[config.mk]
export PLATFORM = sky130hd
export DESIGN_NAME = cfgcs_top
export DESIGN_NICKNAME = d
export VERILOG_FILES = /design/src/rtl/cfgcs_pkg.sv /design/src/rtl/cfgcs_table_mem.sv /design/src/rtl/cfgcs_top.sv
export SDC_FILE = /design/constraint.sdc
export NUM_CORES = 1
export LEC_CHECK = 0
export BUFFER_PORTS_ARGS = -buffer_cell sky130_fd_sc_hd__buf_2
export CAP_MARGIN = 20
export CORE_MARGIN = 4
export CORE_UTILIZATION = 32
export DETAILED_ROUTE_END_ITERATION = 10
export SETUP_SLACK_MARGIN = 0.02
export SYNTH_ARGS = -nofsm -noshare
export SYNTH_HDL_FRONTEND = slang
export SYNTH_SLANG_ARGS = --single-unit
export TNS_END_PERCENT = 50
[constraint.sdc]
create_clock -name aclk -period 12.2 [get_ports aclk]
set_input_delay 3.66 -clock aclk [delete_from_list [all_inputs] [get_ports aclk]]
set_output_delay 3.66 -clock aclk [all_outputs]
set_load 0.01 [all_outputs]
[src/rtl/cfgcs_pkg.sv]
// cfgcs_pkg: constants shared by the config table command store.
// assumes an axi4-lite master and a host that feeds decoded terminal
// characters and table words through the command registers.
package cfgcs_pkg;
  // register byte addresses
  localparam logic [7:0] ADDR_CMD = 8'h00;
  localparam logic [7:0] ADDR_STATUS = 8'h04;
  localparam logic [7:0] ADDR_CHAR = 8'h08;
  localparam logic [7:0] ADDR_LIVE = 8'h0c;
  localparam logic [7:0] ADDR_WIDX = 8'h10;
  localparam logic [7:0] ADDR_WDATA = 8'h14;
  localparam logic [7:0] ADDR_RDATA = 8'h18;
  localparam logic [7:0] ADDR_DIFF = 8'h1c;
  localparam logic [7:0] ADDR_BAUD = 8'h20;
  localparam logic [7:0] ADDR_STCFG = 8'h24;
  localparam logic [7:0] ADDR_MSG = 8'h28;

  // command opcodes, cmd register bits [3:0]
  localparam logic [3:0] OP_RESET = 4'h1;
  localparam logic [3:0] OP_SAVE = 4'h2;
  localparam logic [3:0] OP_COMPARE = 4'h3;
  localparam logic [3:0] OP_DISPLAY = 4'h4;
  localparam logic [3:0] OP_LOAD = 4'h5;
  localparam logic [3:0] OP_MODIFY = 4'h6;
  // modifier field, cmd bits [9:8]
  localparam int MOD_LSB = 8;
  localparam logic [1:0] STORE_DEFAULT = 2'h0;
  localparam logic [1:0] STORE_RAM = 2'h1;
  localparam logic [1:0] STORE_FACTORY = 2'h2;
  localparam logic [1:0] STORE_USER = 2'h3;
  // object selector, cmd bits [7:4]
  localparam int OBJ_LSB = 4;
  localparam logic [3:0] OBJ_ALL = 4'h0;
  localparam logic [3:0] OBJ_TABLE = 4'h1;
  localparam logic [3:0] OBJ_VIRMODE = 4'h2;
  localparam logic [3:0] OBJ_FULLFIELD = 4'h3;
  localparam logic [3:0] OBJ_TEST_LINES = 4'h4;
  localparam logic [3:0] OBJ_MATRIX = 4'h5;
  localparam logic [3:0] OBJ_TLSEQ = 4'h6;
  localparam logic [3:0] OBJ_FFSEQ = 4'h7;
  localparam logic [3:0] OBJ_SCSEQ = 4'h8;
  localparam logic [3:0] OBJ_MNEMONIC = 4'h9;
  localparam logic [3:0] OBJ_FRONT = 4'ha;
  localparam logic [3:0] OBJ_REMOTE = 4'hb;
  localparam logic [3:0] OBJ_STATUS = 4'hc;
  localparam logic [3:0] OBJ_COMMANDS = 4'hd;
  localparam logic [3:0] OBJ_BAUD = 4'he;
  localparam int NUM_TABLES = 8;
  localparam logic [3:0] TABLE_LAST = 4'h8;
  localparam logic [3:0] TABLE_FIRST = 4'h1;

  // terminal characters
  localparam logic [7:0] CH_ABORT_C = 8'h03;
  localparam logic [7:0] CH_ABORT_T = 8'h14;
  localparam logic [7:0] CH_QUERY = 8'h3f;
  localparam logic [7:0] CH_CR = 8'h0d;

  // message codes to the terminal side
  localparam logic [3:0] MSG_PROMPT = 4'h1;
  localparam logic [3:0] MSG_BUSY = 4'h2;
  localparam logic [3:0] MSG_MENU = 4'h3;
  localparam logic [3:0] MSG_DIFFS = 4'h4;
  localparam logic [3:0] MSG_MNEMONIC_EDIT = 4'h5;
  localparam logic [3:0] MSG_FRONT_EDIT = 4'h6;
  localparam logic [3:0] MSG_REMOTE_EDIT = 4'h7;
  localparam logic [3:0] MSG_MATRIX_EDIT = 4'h8;
  localparam logic [3:0] MSG_SEQ_EDIT = 4'h9;
  localparam logic [3:0] MSG_BAUD_EDIT = 4'ha;
  localparam logic [3:0] MSG_STATUS_EDIT = 4'hb;
  localparam logic [3:0] MSG_DISPLAY = 4'hc;

  // status config layout
  localparam int ST_LEVEL_LSB = 0;
  localparam int ST_BURST = 2;
  localparam int ST_TXP = 3;
  localparam int ST_PAMP = 4;
  localparam int ST_REFMODE_LSB = 5;
  localparam int ST_BYPASS = 7;
  localparam logic [1:0] LEVEL_LOW = 2'h0;
  localparam logic [1:0] LEVEL_HIGH = 2'h1;
  localparam logic [1:0] LEVEL_ALL = 2'h2;
  localparam logic [1:0] LEVEL_BOUNCE = 2'h3;
  localparam logic [1:0] REF_AUTOMATIC = 2'h0;
  localparam logic [1:0] REF_DELETE = 2'h1;
  localparam logic [1:0] REF_PASS = 2'h2;
  localparam logic [1:0] REF_INSERT = 2'h3;

  localparam logic [15:0] BAUD_RESET = 16'h0043;
  localparam int SAVE_CYCLES_DEF = 64;
endpackage : cfgcs_pkg

[src/rtl/cfgcs_table_mem.sv]
// cfgcs_table_mem: one word store holding every table, one word a table.
// assumes a single clock; reads are registered one cycle.
`timescale 1ns/1ps
module cfgcs_table_mem #(
  parameter int DEPTH = 9,
  parameter int AW = 4
) (
  // clock
  input wire logic aclk,
  // write port
  input wire logic we,
  input wire logic [AW-1:0] waddr,
  input wire logic [31:0] wdata,
  // read port
  input wire logic [AW-1:0] raddr,
  output logic [31:0] rdata
);
  logic [31:0] mem [DEPTH];
  logic [31:0] rdata_r;

  always_ff @(posedge aclk) begin
    if (we) begin
      mem[waddr] <= wdata;
    end
    rdata_r <= mem[raddr];
  end
  assign rdata = rdata_r;
endmodule : cfgcs_table_mem

[src/rtl/cfgcs_top.sv]
// cfgcs_top: command engine moving config tables between working ram,
// the factory store and the user store, with an axi4-lite register face.
// assumes an outside uart parser writes opcodes and terminal characters.
//
// Added by the designer: the AXI4-Lite slave port and the register addresses.
`timescale 1ns/1ps
module cfgcs_top #(
  parameter int SAVE_CYCLES = cfgcs_pkg::SAVE_CYCLES_DEF
) (
  // clock and reset
  input wire logic aclk,
  input wire logic aresetn,
  // axi4-lite write
  input wire logic [7:0] awaddr,
  input wire logic awvalid,
  output logic awready,
  input wire logic [31:0] wdata,
  input wire logic [3:0] wstrb,
  input wire logic wvalid,
  output logic wready,
  output logic [1:0] bresp,
  output logic bvalid,
  input wire logic bready,
  // axi4-lite read
  input wire logic [7:0] araddr,
  input wire logic arvalid,
  output logic arready,
  output logic [31:0] rdata,
  output logic [1:0] rresp,
  output logic rvalid,
  input wire logic rready,
  // live configuration
  output logic [31:0] live_cfg,
  output logic [15:0] baud_divisor,
  // message to the terminal side
  output logic [3:0] msg_code,
  output logic msg_valid
);
  typedef enum {ST_IDLE, ST_READ, ST_WRITE, ST_SAVEWAIT, ST_DONE} cfgcs_state_t;
  localparam int TW = 4;

  cfgcs_state_t state_r, state_nxt;
  logic [3:0] op_r, op_nxt, obj_r, obj_nxt, idx_r, idx_nxt, last_r, last_nxt;
  logic [1:0] src_r, src_nxt;
  logic [15:0] diff_r, diff_nxt, baud_r, baud_nxt;
  logic [31:0] live_r, live_nxt;
  logic [31:0] save_cnt_r, save_cnt_nxt;
  logic [3:0] msg_r, msg_nxt;
  logic msgv_r, msgv_nxt, ready_r, ready_nxt, query_r, query_nxt;
  logic [3:0] widx_r, widx_nxt;
  logic [31:0] rd_ram, rd_fac, rd_usr, ref_word;
  logic ram_we, usr_we;
  logic [31:0] ram_wd;
  logic [TW-1:0] ram_wa, ram_ra;
  logic wr_fire, rd_fire, cmd_wr, char_wr, wword_wr;
  logic [7:0] char_in;
  logic [1:0] req_store;

  ////////////////////////////////////////////////////////////////////////
  // three stores; factory store is fixed logic with no write port and is never written
  cfgcs_table_mem #(.DEPTH(cfgcs_pkg::NUM_TABLES + 1), .AW(TW)) u_ram (
    .aclk(aclk), .we(ram_we), .waddr(ram_wa), .wdata(ram_wd),
    .raddr(ram_ra), .rdata(rd_ram));
  cfgcs_table_mem #(.DEPTH(cfgcs_pkg::NUM_TABLES + 1), .AW(TW)) u_usr (
    .aclk(aclk), .we(usr_we), .waddr(idx_r), .wdata(rd_ram),
    .raddr(idx_r), .rdata(rd_usr));
  // factory store: fixed table contents, word = table index pattern
  always_comb begin
    rd_fac = {28'h0000000, idx_r};
  end

  ////////////////////////////////////////////////////////////////////////
  // axi4-lite slave: aw and w taken together, one write outstanding
  assign awready = aresetn && awvalid && wvalid && !bvalid;
  assign wready = awready;
  assign wr_fire = awready;
  assign arready = aresetn && arvalid && !rvalid;
  assign rd_fire = arready;
  assign cmd_wr = wr_fire && awaddr == cfgcs_pkg::ADDR_CMD && wstrb[1:0] == 2'h3;
  assign char_wr = wr_fire && awaddr == cfgcs_pkg::ADDR_CHAR && wstrb[0];
  assign wword_wr = wr_fire && awaddr == cfgcs_pkg::ADDR_WDATA && wstrb == 4'hf;
  assign char_in = wdata[7:0];
  assign req_store = wdata[cfgcs_pkg::MOD_LSB +: 2];

  logic bvalid_r, rvalid_r;
  logic [1:0] bresp_r, rresp_r;
  logic [31:0] rdata_r;
  logic [31:0] rdata_nxt;
  logic [1:0] rresp_nxt, bresp_nxt;
  logic mapped_w;

  always_comb begin
    mapped_w = awaddr == cfgcs_pkg::ADDR_CMD || awaddr == cfgcs_pkg::ADDR_CHAR ||
               awaddr == cfgcs_pkg::ADDR_WIDX || awaddr == cfgcs_pkg::ADDR_WDATA ||
               awaddr == cfgcs_pkg::ADDR_BAUD || awaddr == cfgcs_pkg::ADDR_STCFG;
    bresp_nxt = bresp_r;
    if (wr_fire) begin
      bresp_nxt = mapped_w ? 2'h0 : 2'h2;
    end
    rdata_nxt = rdata_r;
    rresp_nxt = rresp_r;
    if (rd_fire) begin
      rresp_nxt = 2'h0;
      if (araddr == cfgcs_pkg::ADDR_STATUS) begin
        rdata_nxt = {20'h0, obj_r, 3'h0, state_r != ST_IDLE, ready_r, op_r[2:0]};
      end else if (araddr == cfgcs_pkg::ADDR_LIVE) begin
        rdata_nxt = live_r;
      end else if (araddr == cfgcs_pkg::ADDR_RDATA) begin
        rdata_nxt = rd_ram;
      end else if (araddr == cfgcs_pkg::ADDR_DIFF) begin
        rdata_nxt = {16'h0, diff_r};
      end else if (araddr == cfgcs_pkg::ADDR_BAUD) begin
        rdata_nxt = {16'h0, baud_r};
      end else if (araddr == cfgcs_pkg::ADDR_MSG) begin
        rdata_nxt = {28'h0, msg_r};
      end else if (araddr == cfgcs_pkg::ADDR_WIDX) begin
        rdata_nxt = {28'h0, widx_r};
      end else begin
        rdata_nxt = 32'h0;
        rresp_nxt = 2'h2;
      end
    end
  end

  always_ff @(posedge aclk) begin
    if (!aresetn) begin
      bvalid_r <= 1'b0;
      rvalid_r <= 1'b0;
      bresp_r <= 2'h0;
      rresp_r <= 2'h0;
      rdata_r <= 32'h0;
    end else begin
      bvalid_r <= wr_fire || (bvalid_r && !bready);
      rvalid_r <= rd_fire || (rvalid_r && !rready);
      bresp_r <= bresp_nxt;
      rresp_r <= rresp_nxt;
      rdata_r <= rdata_nxt;
    end
  end
  assign bvalid = bvalid_r;
  assign rvalid = rvalid_r;
  assign bresp = bresp_r;
  assign rresp = rresp_r;
  assign rdata = rdata_r;

  ////////////////////////////////////////////////////////////////////////
  // command engine
  always_comb begin
    state_nxt = state_r;
    op_nxt = op_r;
    obj_nxt = obj_r;
    src_nxt = src_r;
    idx_nxt = idx_r;
    last_nxt = last_r;
    diff_nxt = diff_r;
    live_nxt = live_r;
    baud_nxt = baud_r;
    save_cnt_nxt = save_cnt_r;
    msg_nxt = msg_r;
    msgv_nxt = 1'b0;
    ready_nxt = ready_r;
    query_nxt = query_r;
    widx_nxt = widx_r;
    ram_we = 1'b0;
    usr_we = 1'b0;
    ram_wa = idx_r;
    ram_ra = idx_r;
    ram_wd = rd_usr;
    ref_word = src_r == cfgcs_pkg::STORE_USER ? rd_usr : rd_fac;
    if (wr_fire && awaddr == cfgcs_pkg::ADDR_WIDX) begin
      widx_nxt = wdata[3:0];
    end
    case (state_r)
      ST_IDLE: begin
        ram_ra = widx_r;
        if (wword_wr) begin
          ram_we = 1'b1;
          ram_wa = widx_r;
          ram_wd = wdata;
        end else if (wr_fire && awaddr == cfgcs_pkg::ADDR_STCFG) begin
          live_nxt = wdata;
        end else if (wr_fire && awaddr == cfgcs_pkg::ADDR_BAUD) begin
          baud_nxt = wdata[15:0];
        end
        if (char_wr) begin
          if (char_in == cfgcs_pkg::CH_QUERY) begin
            query_nxt = 1'b1;
          end else if (char_in == cfgcs_pkg::CH_CR && query_r) begin
            query_nxt = 1'b0;
            msg_nxt = cfgcs_pkg::MSG_MENU;
            msgv_nxt = 1'b1;
          end else begin
            query_nxt = 1'b0;
          end
        end
        if (cmd_wr && ready_r) begin
          op_nxt = wdata[3:0];
          obj_nxt = wdata[cfgcs_pkg::OBJ_LSB +: 4];
          ready_nxt = 1'b0;
          diff_nxt = 16'h0;
          // grouped tables: one selector per group, all walks tables 1 through 8 only
          if (wdata[cfgcs_pkg::OBJ_LSB +: 4] == cfgcs_pkg::OBJ_ALL) begin
            idx_nxt = cfgcs_pkg::TABLE_FIRST;
            last_nxt = cfgcs_pkg::TABLE_LAST;
          end else begin
            idx_nxt = wdata[cfgcs_pkg::OBJ_LSB +: 4];
            last_nxt = wdata[cfgcs_pkg::OBJ_LSB +: 4];
          end
          case (wdata[3:0])
            cfgcs_pkg::OP_RESET: src_nxt = cfgcs_pkg::STORE_FACTORY;
            cfgcs_pkg::OP_LOAD: src_nxt = cfgcs_pkg::STORE_USER;
            cfgcs_pkg::OP_SAVE: src_nxt = cfgcs_pkg::STORE_RAM;
            cfgcs_pkg::OP_COMPARE: begin
              src_nxt = req_store == cfgcs_pkg::STORE_USER ?
                        cfgcs_pkg::STORE_USER : cfgcs_pkg::STORE_FACTORY;
            end
            default: begin
              src_nxt = req_store == cfgcs_pkg::STORE_DEFAULT ?
                        cfgcs_pkg::STORE_RAM : req_store;
            end
          endcase
          state_nxt = wdata[3:0] == cfgcs_pkg::OP_DISPLAY ||
                      wdata[3:0] == cfgcs_pkg::OP_MODIFY ? ST_DONE : ST_READ;
          if (wdata[3:0] == cfgcs_pkg::OP_DISPLAY) begin
            msg_nxt = cfgcs_pkg::MSG_DISPLAY;
          end else if (wdata[3:0] == cfgcs_pkg::OP_MODIFY) begin
            case (wdata[cfgcs_pkg::OBJ_LSB +: 4])
              cfgcs_pkg::OBJ_MNEMONIC: msg_nxt = cfgcs_pkg::MSG_MNEMONIC_EDIT;
              cfgcs_pkg::OBJ_FRONT: msg_nxt = cfgcs_pkg::MSG_FRONT_EDIT;
              cfgcs_pkg::OBJ_REMOTE: msg_nxt = cfgcs_pkg::MSG_REMOTE_EDIT;
              cfgcs_pkg::OBJ_MATRIX: msg_nxt = cfgcs_pkg::MSG_MATRIX_EDIT;
              cfgcs_pkg::OBJ_BAUD: msg_nxt = cfgcs_pkg::MSG_BAUD_EDIT;
              cfgcs_pkg::OBJ_STATUS: msg_nxt = cfgcs_pkg::MSG_STATUS_EDIT;
              default: msg_nxt = cfgcs_pkg::MSG_SEQ_EDIT;
            endcase
          end
          msgv_nxt = (state_nxt == ST_DONE);
        end
      end
      ST_READ: begin
        // one cycle for the registered read of ram and user store
        state_nxt = ST_WRITE;
      end
      ST_WRITE: begin
        if (op_r == cfgcs_pkg::OP_RESET || op_r == cfgcs_pkg::OP_LOAD) begin
          ram_we = 1'b1;
          ram_wd = ref_word;
          // only the full-field group drives live outputs; a restored matrix
          // stays in ram, and nothing in this block copies it to live_cfg
          if (idx_r == cfgcs_pkg::OBJ_FULLFIELD) begin
            live_nxt = ref_word;
          end
        end else if (op_r == cfgcs_pkg::OP_SAVE) begin
          usr_we = 1'b1;
        end else if (ref_word != rd_ram) begin
          diff_nxt = diff_r + 16'h1;
        end
        if (idx_r == last_r) begin
          save_cnt_nxt = 32'h0;
          state_nxt = op_r == cfgcs_pkg::OP_SAVE ? ST_SAVEWAIT : ST_DONE;
          if (op_r == cfgcs_pkg::OP_COMPARE) begin
            msg_nxt = cfgcs_pkg::MSG_DIFFS;
            msgv_nxt = 1'b1;
          end
        end else begin
          idx_nxt = idx_r + 4'h1;
          state_nxt = ST_READ;
        end
      end
      ST_SAVEWAIT: begin
        // user store programming time
        save_cnt_nxt = save_cnt_r + 32'h1;
        if (save_cnt_r == 32'(SAVE_CYCLES - 1)) begin
          state_nxt = ST_DONE;
        end
      end
      default: begin
        // ST_DONE: prompt again, then the next command may come
        msg_nxt = cfgcs_pkg::MSG_PROMPT;
        msgv_nxt = 1'b1;
        ready_nxt = 1'b1;
        state_nxt = ST_IDLE;
      end
    endcase
    // busy covers the whole save: the copy walk as well as the programming wait
    if (op_r == cfgcs_pkg::OP_SAVE && state_r != ST_IDLE && state_r != ST_DONE && char_wr &&
        char_in != cfgcs_pkg::CH_ABORT_C && char_in != cfgcs_pkg::CH_ABORT_T) begin
      msg_nxt = cfgcs_pkg::MSG_BUSY;
      msgv_nxt = 1'b1;
    end
  end

  always_ff @(posedge aclk) begin
    if (!aresetn) begin
      state_r <= ST_IDLE;
      op_r <= 4'h0;
      obj_r <= 4'h0;
      src_r <= 2'h0;
      idx_r <= 4'h0;
      last_r <= 4'h0;
      diff_r <= 16'h0;
      live_r <= 32'h0;
      baud_r <= cfgcs_pkg::BAUD_RESET;
      save_cnt_r <= 32'h0;
      msg_r <= cfgcs_pkg::MSG_PROMPT;
      msgv_r <= 1'b0;
      ready_r <= 1'b1;
      query_r <= 1'b0;
      widx_r <= 4'h0;
    end else begin
      state_r <= state_nxt;
      op_r <= op_nxt;
      obj_r <= obj_nxt;
      src_r <= src_nxt;
      idx_r <= idx_nxt;
      last_r <= last_nxt;
      diff_r <= diff_nxt;
      live_r <= live_nxt;
      baud_r <= baud_nxt;
      save_cnt_r <= save_cnt_nxt;
      msg_r <= msg_nxt;
      msgv_r <= msgv_nxt;
      ready_r <= ready_nxt;
      query_r <= query_nxt;
      widx_r <= widx_nxt;
    end
  end
  assign live_cfg = live_r;
  assign baud_divisor = baud_r;
  assign msg_code = msg_r;
  assign msg_valid = msgv_r;
endmodule : cfgcs_top

==> summary.txt, run 1 <==
Synthesis
  • Asr flop ratio synth: 0%
  • Post-synth EDFFs: 576
  • Synth area leaders: edfxtp_1 53%, dfxtp_1 14%, mux4_2 8.9%, mux2i_1 2.9%, a21oi_1 2.7%
  • Synth warn: 0
  • Count leader, synth: edfxtp_1
  • Synth top area share: 53.20%
  • Synth top cells by count: 576 x edfxtp_1, 228 x dfxtp_1, 225 x nand2_1, 177 x a21oi_1, 177 x nor2_1
  • Synthesized area per cell: 14.04 µm²
  • Seq/Total Area, Yosys: 67.24%
  • Syn Inst Count: 2315
  • FF+latch count, synth: 804
  • Synth unique cells: 77
  • Syn Std Cell Area: 0.03251 mm²
  • Area leader, netlist: edfxtp_1
  • Dominant synthesized flop cell: edfxtp_1

Pwr
  • Maximum vdd drop: 0.1172 mV
  • P_sw: 1.642 mW
  • Pwr Density: 172.0 mW/mm²
  • Sw Share: 25.36%
  • Clock share of power: 39.1%
  • P_int: 4.834 mW
  • Pleak: 12.71 nW
  • Seq pwr share: 50.6%
  • Combinational Power Share: 10.4%
  • Tot Pwr: 6.476 mW

Worst setup path
  • CP top delay family: buffers and inverters
  • Slowest CP cell: buf_4
  • Register-to-Register Path Depth: 9
  • CP Max Fanout: 37
  • Flop2flop setup slack: 8.39 ns
  • Worst path required time: 8.54 ns
  • CP arrival: 5.26 ns
  • Crit start category: primary input
  • Kind of critical path: primary input to output pin
  • Nature of the critical path endpoint: output pin
  • Reg-to-reg startpoint: state_r[1]$_SDFFE_PN0P_
  • Crit path depth: 7
  • Slowest stage delay, CP: 0.46 ns
  • Reg-to-Reg End: u_ram.rdata[12]$_DFF_P_
  • Crit-path cells: buf_2 -> buf_4 -> nand2_1 -> or2_2 -> buf_4 -> inv_1 -> buf_2
  • Crit path buffers/inverters: 5

Floorplan
  • Core ar.: 0.1004 mm²
  • Die W: 326.7 µm
  • Effective utilization at floorplan: 32.37%
  • Die area: 0.1068 mm²
  • Ports: 153
  • Die Ht: 326.7 µm
  • Row cnt: 116

STA
  • Final setup TNS: 0 ns
  • Crit share post-route: 73.15%
  • Final min period: 8.924 ns
  • Worst-Margin Slew: 1.045 ns
  • Final Hold Vio Count: 0
  • Clock Skew: 0.02581 ns
  • Unrepaired setup endpoints after global routing: no
  • FMAX: 112.1 MHz
  • Worst hold slack: 0.4468 ns
  • Final Slew Violations: 0
  • Final setup fails: 0
  • Max_slew headroom: 30.10%

Worst hold path
  • Worst Hold End: u_usr.rdata[31]$_DFF_P_
  • Hold path startpoint: u_usr.mem[8][31]$_DFFE_PP_
  • Hold path cells: 2
  • HP Class: register to register

Global routing
  • Initial antenna violation count: 4
  • Largest net degree at the start of global routing: 68
  • First-pass GRT wire length: 133600 µm
  • Grt ovf: 0
  • Gr usage total: 16.58%
  • Vias in the first global route: 19870

Clock tree
  • Clock slew at reported path FFs: 0.06 ns
  • TritonCTS clock tree: yes
  • CTS Root Cell: clkbuf_16
  • Num CTS Buffers: 81
  • Worst skew pair latency: 0.63 ns
  • CTS Hold Bufs: 0
  • CTS resizes: 0
  • Clock sink total: 804
  • H-tree Lvls: 3
  • Clock buffer depth: 3
  • Setup bufs post-CTS: 0

Place
  • Post-DP HPWL: 56960 µm
  • Gpl congestion: 0.8747
  • Port bufs: 150

Detailed routing
  • Routed wire length: 90500 µm
  • Per-cell routed wire length: 23.32 µm
  • Iter 0 DRT Violations: 2073
  • Via count: 20610
  • Routed Antenna Nets: 0
  • Vias per inst: 5.310
  • DR pass1 iterations: 6
  • DRC errors left: 0

Final layout
  • Area Growth Syn to Fin: 15.85%
  • Nets: 2520
  • Layout cells sized above 1: 19.98%
  • Filler cells: 9530

Outcome
  • Status: complete, no violations

Flow run
  • Total of max-cap violations: 0
==> power by group through the flow <==
stage | combinational, mW | sequential [mW] | clock (mW)
after floorplan | 0.455 | 3.23 | 0
after global placement | 0.651 | 3.33 | 0
after detailed placement | 0.666 | 3.32 | 0
after CTS | 0.668 | 3.27 | 2.58
after global routing | 0.735 | 3.28 | 2.70
final | 0.671 | 3.27 | 2.53
==> cell families after synthesis <==
family / after synthesis / share of synthesized area (%)
DFF: 804 / 67.24
other: 1 / 0.01153
AOI/OAI and AO/OA: 436 / 8.402
adders and majority gates: 6 / 0.2309
and+or+nand+nor: 654 / 9.549
buffers and inverters: 167 / 2.071
xor gates and xnor gates: 18 / 0.4849
muxes: 229 / 12.01
==> per-stage QoR <==
step                      std cells  instance area (µm²)  setup slack (ns)  util [%]
after floorplan                2316                32510             4.086         -
after global placement         3727                34920             3.331     34.77
after detailed placement       3727                34920             3.287     34.77
after CTS                      3878                37640             3.286     37.48
after global routing           3880                37660             3.196     37.50
final                          3881                37660             3.276     37.50
==> worst max-delay path by stage <==
stage	start	to	slack, ns
finish	aresetn	arready	3.28
CTS	aresetn	arready	3.29
floorplan	aresetn	arready	4.09
global route	aresetn	arready	3.20
global placement	aresetn	arready	3.33
detailed placement	aresetn	arready	3.29
==> routing by layer <==
layer	vias to the layer above	share of wire [%]	global-route usage, %
met5	-	0	0
met4	0	2.7	4.783
met3	158	7.8	2.579
met2	897	46	26.46
met1	10350	43	23.50
li1	9204	-	-
==> flip-flops by register name, indices dropped and copies added (netlist names), 16 cells and up <==
register	flops
live_cfg	32
rdata	32
save_cnt_r	32
u_usr.mem	288
u_usr.rdata	32
baud_divisor	16
diff_r	16
u_ram.mem	288
u_ram.rdata	32
==> cell type report <==
type,count,area (µm²),area share (%)
flip-flops and latches,804,21870,58.07
multi-input cells,1345,10160,26.97
clock buffers,109,2245,5.960
well taps,1357,1698,4.508
repair buffers,198,1115,2.960
clock inverters,42,476.7,1.266
inverters,25,96.34,0.2558
diodes,1,2.502,0.006644
==> worst register-to-register path: cells and delay by family (launching register included) <==
kind / cells / cell delay (ns)
multiplexers: 2 / 0.96
buffers and inverters: 3 / 1.67
flip-flops: 1 / 0.48
AO/OA/AOI/OAI: 2 / 0.25
AND/OR/NAND/NOR: 2 / 0.32
==> layout by cell type, fill, tap and decap left out, types with 15 or more instances in the layout <==
master and count:
nor2_1 167, clkinv_2 16, inv_1 24, nor4_1 17, nand2_1 225, o21ai_0 90
edfxtp_1 576, o211ai_1 21, mux2i_1 91, a21oi_1 175, a311oi_1 20, a2bb2oi_1 15
dfxtp_1 224, buf_4 46, nand4_1 19, a31oi_1 15, mux4_2 128, nand3_1 65
buf_2 150, clkbuf_16 83, clkbuf_1 19, or3_1 18, nor3_1 24
No activity file was read; power rests on OpenSTA's default activity.
==> inputs of run 2 (changes only) <==
==> constraint.sdc (replaced) <==
create_clock -name aclk -period 9.3 [get_ports aclk]
set_input_delay 2.79 -clock aclk [delete_from_list [all_inputs] [get_ports aclk]]
set_output_delay 2.79 -clock aclk [all_outputs]
set_load 0.01 [all_outputs]
==> run 2 against run 1 <==
- core utilization about the same
- cell count decreased by 0.10%
- sequential share of layout area increased by 0.056 points
- critical path depth unchanged
- die area unchanged
- global-route usage increased by 0.21 points
- setup slack got worse by 1.1 ns
- clock power increased by 28%
- combinational power increased by 31%
==> summary.txt, run 2 (synthesized netlist as in run 1, its figures left out) <==
Outcome
  • Status: complete, no violations (unchanged)

Clock tree
  • Setup bufs post-CTS: 0 (unchanged)
  • TritonCTS clock tree: yes (unchanged)
  • Clock slew at reported path FFs: 0.06 ns (about the same)
  • Worst skew pair latency: 0.63 ns (about the same)
  • Clock sink total: 804 (unchanged)
  • CTS resizes: 0 (unchanged)
  • Num CTS Buffers: 81 (unchanged)
  • Clock buffer depth: 3 (unchanged)
  • CTS Hold Bufs: 0 (unchanged)
  • H-tree Lvls: 3 (unchanged)
  • CTS Root Cell: clkbuf_16 (unchanged)

Floorplan
  • Effective utilization at floorplan: 32.37% (unchanged)
  • Core ar.: 0.1004 mm² (unchanged)
  • Ports: 153 (unchanged)
  • Die Ht: 326.7 µm (unchanged)
  • Row cnt: 116 (unchanged)
  • Die area: 0.1068 mm² (unchanged)
  • Die W: 326.7 µm (unchanged)

Global routing
  • First-pass GRT wire length: 135400 µm (was 133600 µm)
  • Initial antenna violation count: 6 (was 4)
  • Vias in the first global route: 20140 (was 19870)
  • Gr usage total: 16.79% (was 16.58%)
  • Grt ovf: 0 (unchanged)
  • Largest net degree at the start of global routing: 68 (unchanged)

Detailed routing
  • Iter 0 DRT Violations: 2329 (was 2073)
  • Via count: 20900 (was 20610)
  • Routed wire length: 91650 µm (was 90500 µm)
  • DR pass1 iterations: 7 (was 6)
  • Routed Antenna Nets: 0 (unchanged)
  • Per-cell routed wire length: 23.64 µm (was 23.32 µm)
  • DRC errors left: 0 (unchanged)
  • Vias per inst: 5.391 (was 5.310)

Final layout
  • Multi-input gate area: 0.01016 mm² (unchanged)
  • Filler cells: 9529 (was 9530)
  • Commonest non-fill, non-tap cells in the layout: 576 x edfxtp_1, 225 x nand2_1, 224 x dfxtp_1 (unchanged)
  • Layout Cells excl Fill: 3877 (was 3881)
  • Final core occ: 37.46% (was 37.50%)
  • Layout cells sized above 1: 19.85% (was 19.98%)
  • Nets: 2517 (was 2520)
  • Sequential cell area: 0.02187 mm² (unchanged)
  • Most common cell after layout, fill and taps aside: edfxtp_1 (unchanged)
  • Area Growth Syn to Fin: 15.74% (was 15.85%)
  • Largest regs: u_ram.mem x288, u_usr.mem x288 (unchanged)

STA
  • Final setup fails: 0 (unchanged)
  • Unrepaired setup endpoints after global routing: no (unchanged)
  • Final min period: 7.143 ns
  • Final setup TNS: 0 ns (unchanged)
  • Clock Skew: 0.02460 ns (was 0.02581 ns)
  • Max_slew headroom: 24.96% (was 30.10%)
  • Crit share post-route: 76.80%
  • Final Slew Violations: 0 (unchanged)
  • FMAX: 140.0 MHz
  • Worst-Margin Slew: 1.121 ns (was 1.045 ns)
  • Final Hold Vio Count: 0 (unchanged)

Pwr
  • Tot Pwr: 8.424 mW (was 6.476 mW)
  • Maximum vdd drop: 0.1920 mV (was 0.1172 mV)
  • Pleak: 12.69 nW (was 12.71 nW)
  • Pwr Density: 223.9 mW/mm² (was 172.0 mW/mm²)

Worst setup path
  • Worst path required time: 6.51 ns (was 8.54 ns)
  • Crit start category: primary input (unchanged)
  • CP arrival: 4.35 ns (was 5.26 ns)
  • CP Max Fanout: 37 (unchanged)
  • Kind of critical path: primary input to output pin (unchanged)
  • Register-to-Register Path Depth: 6 (was 9)
  • Nature of the critical path endpoint: output pin (unchanged)

Flow run
  • Total of max-cap violations: 0 (unchanged)

Place
  • Post-DP HPWL: 58350 µm (was 56960 µm)
  • Dpl cells: 3725 (was 3727)
  • Gpl congestion: 0.8583 (was 0.8747)
  • Port bufs: 150 (unchanged)

Worst hold path
  • Hold path cells: 2 (unchanged)
  • HP Class: register to register (unchanged)
run 2: cell count changes in the layout (fill, tap and decap cells not counted), moves of 2 or more:
cell	previous run	this run
clkinvlp_4	3	1
clkbuf_1	19	16
clkbuf_8	7	11
buf_4	46	41
buf_12	0	3
clkinv_1	9	12
bufinv_16	9	5
run 2: worst paths after layout:
kind / start / end / slack [ns]
hold / removal: u_usr.mem[8][21]$_DFFE_PP_ / u_usr.rdata[21]$_DFF_P_ / 0.44
setup / recovery: aresetn / arready / 2.16
setup reg to reg: state_r[2]$_SDFFE_PN0P_ / u_ram.mem[0][25]$_DFFE_PP_ / 5.27
hold reg to reg: u_usr.mem[8][21]$_DFFE_PP_ / u_usr.rdata[21]$_DFF_P_ / 0.44
run 2: layout make-up:
| cell class | instances | area share, % |
|---|---|---|
| Antenna cell | 1 | 0.006651 |
| Clock buffer | 110 | 6.082 |
| Clock inverter | 40 | 0.9710 |
| Inverter | 25 | 0.2561 |
| Multi-Input combinational cell | 1345 | 27.00 |
| Sequential cell | 804 | 58.13 |
| Tap cell | 1357 | 4.513 |
| Timing Repair Buffer | 195 | 3.046 |
run 2: metrics by stage:
| stage | hold WS (ns) | worst slack, ns | instance area [µm²] |
|---|---|---|---|
| 4_1_cts | 0.4475 | 2.181 | 37600 |
| 5_1_grt | 0.4604 | 2.098 | 37620 |
| 3_3_place_gp | 0.4257 | 2.193 | 34880 |
| 2_1_floorplan | 0.4215 | 2.763 | 32510 |
| 6_report | 0.4438 | 2.157 | 37630 |
| 3_5_place_dp | 0.4316 | 2.181 | 34950 |
run 2: power breakdown:
| group | switching (mW) | internal [mW] |
|---|---|---|
| registers | 0.202 | 4.09 |
| clock network | 1.37 | 1.87 |
| logic | 0.589 | 0.292 |
| total | 2.17 | 6.26 |
run 2: per-layer routing:
layer / wire length [µm] / GRT usage (%)
met5: 0 / 0
met3: 7277 / 2.779
met4: 2149 / 4.793
met2: 42640 / 26.86
met1: 39580 / 23.65
run 2: worst max-delay path: stages:
cell and delay [ns]:
buf_2 0.07, buf_4 0.43, nand2_1 0.08, or2_2 0.28
buf_4 0.26, inv_1 0.21, buf_2 0.17
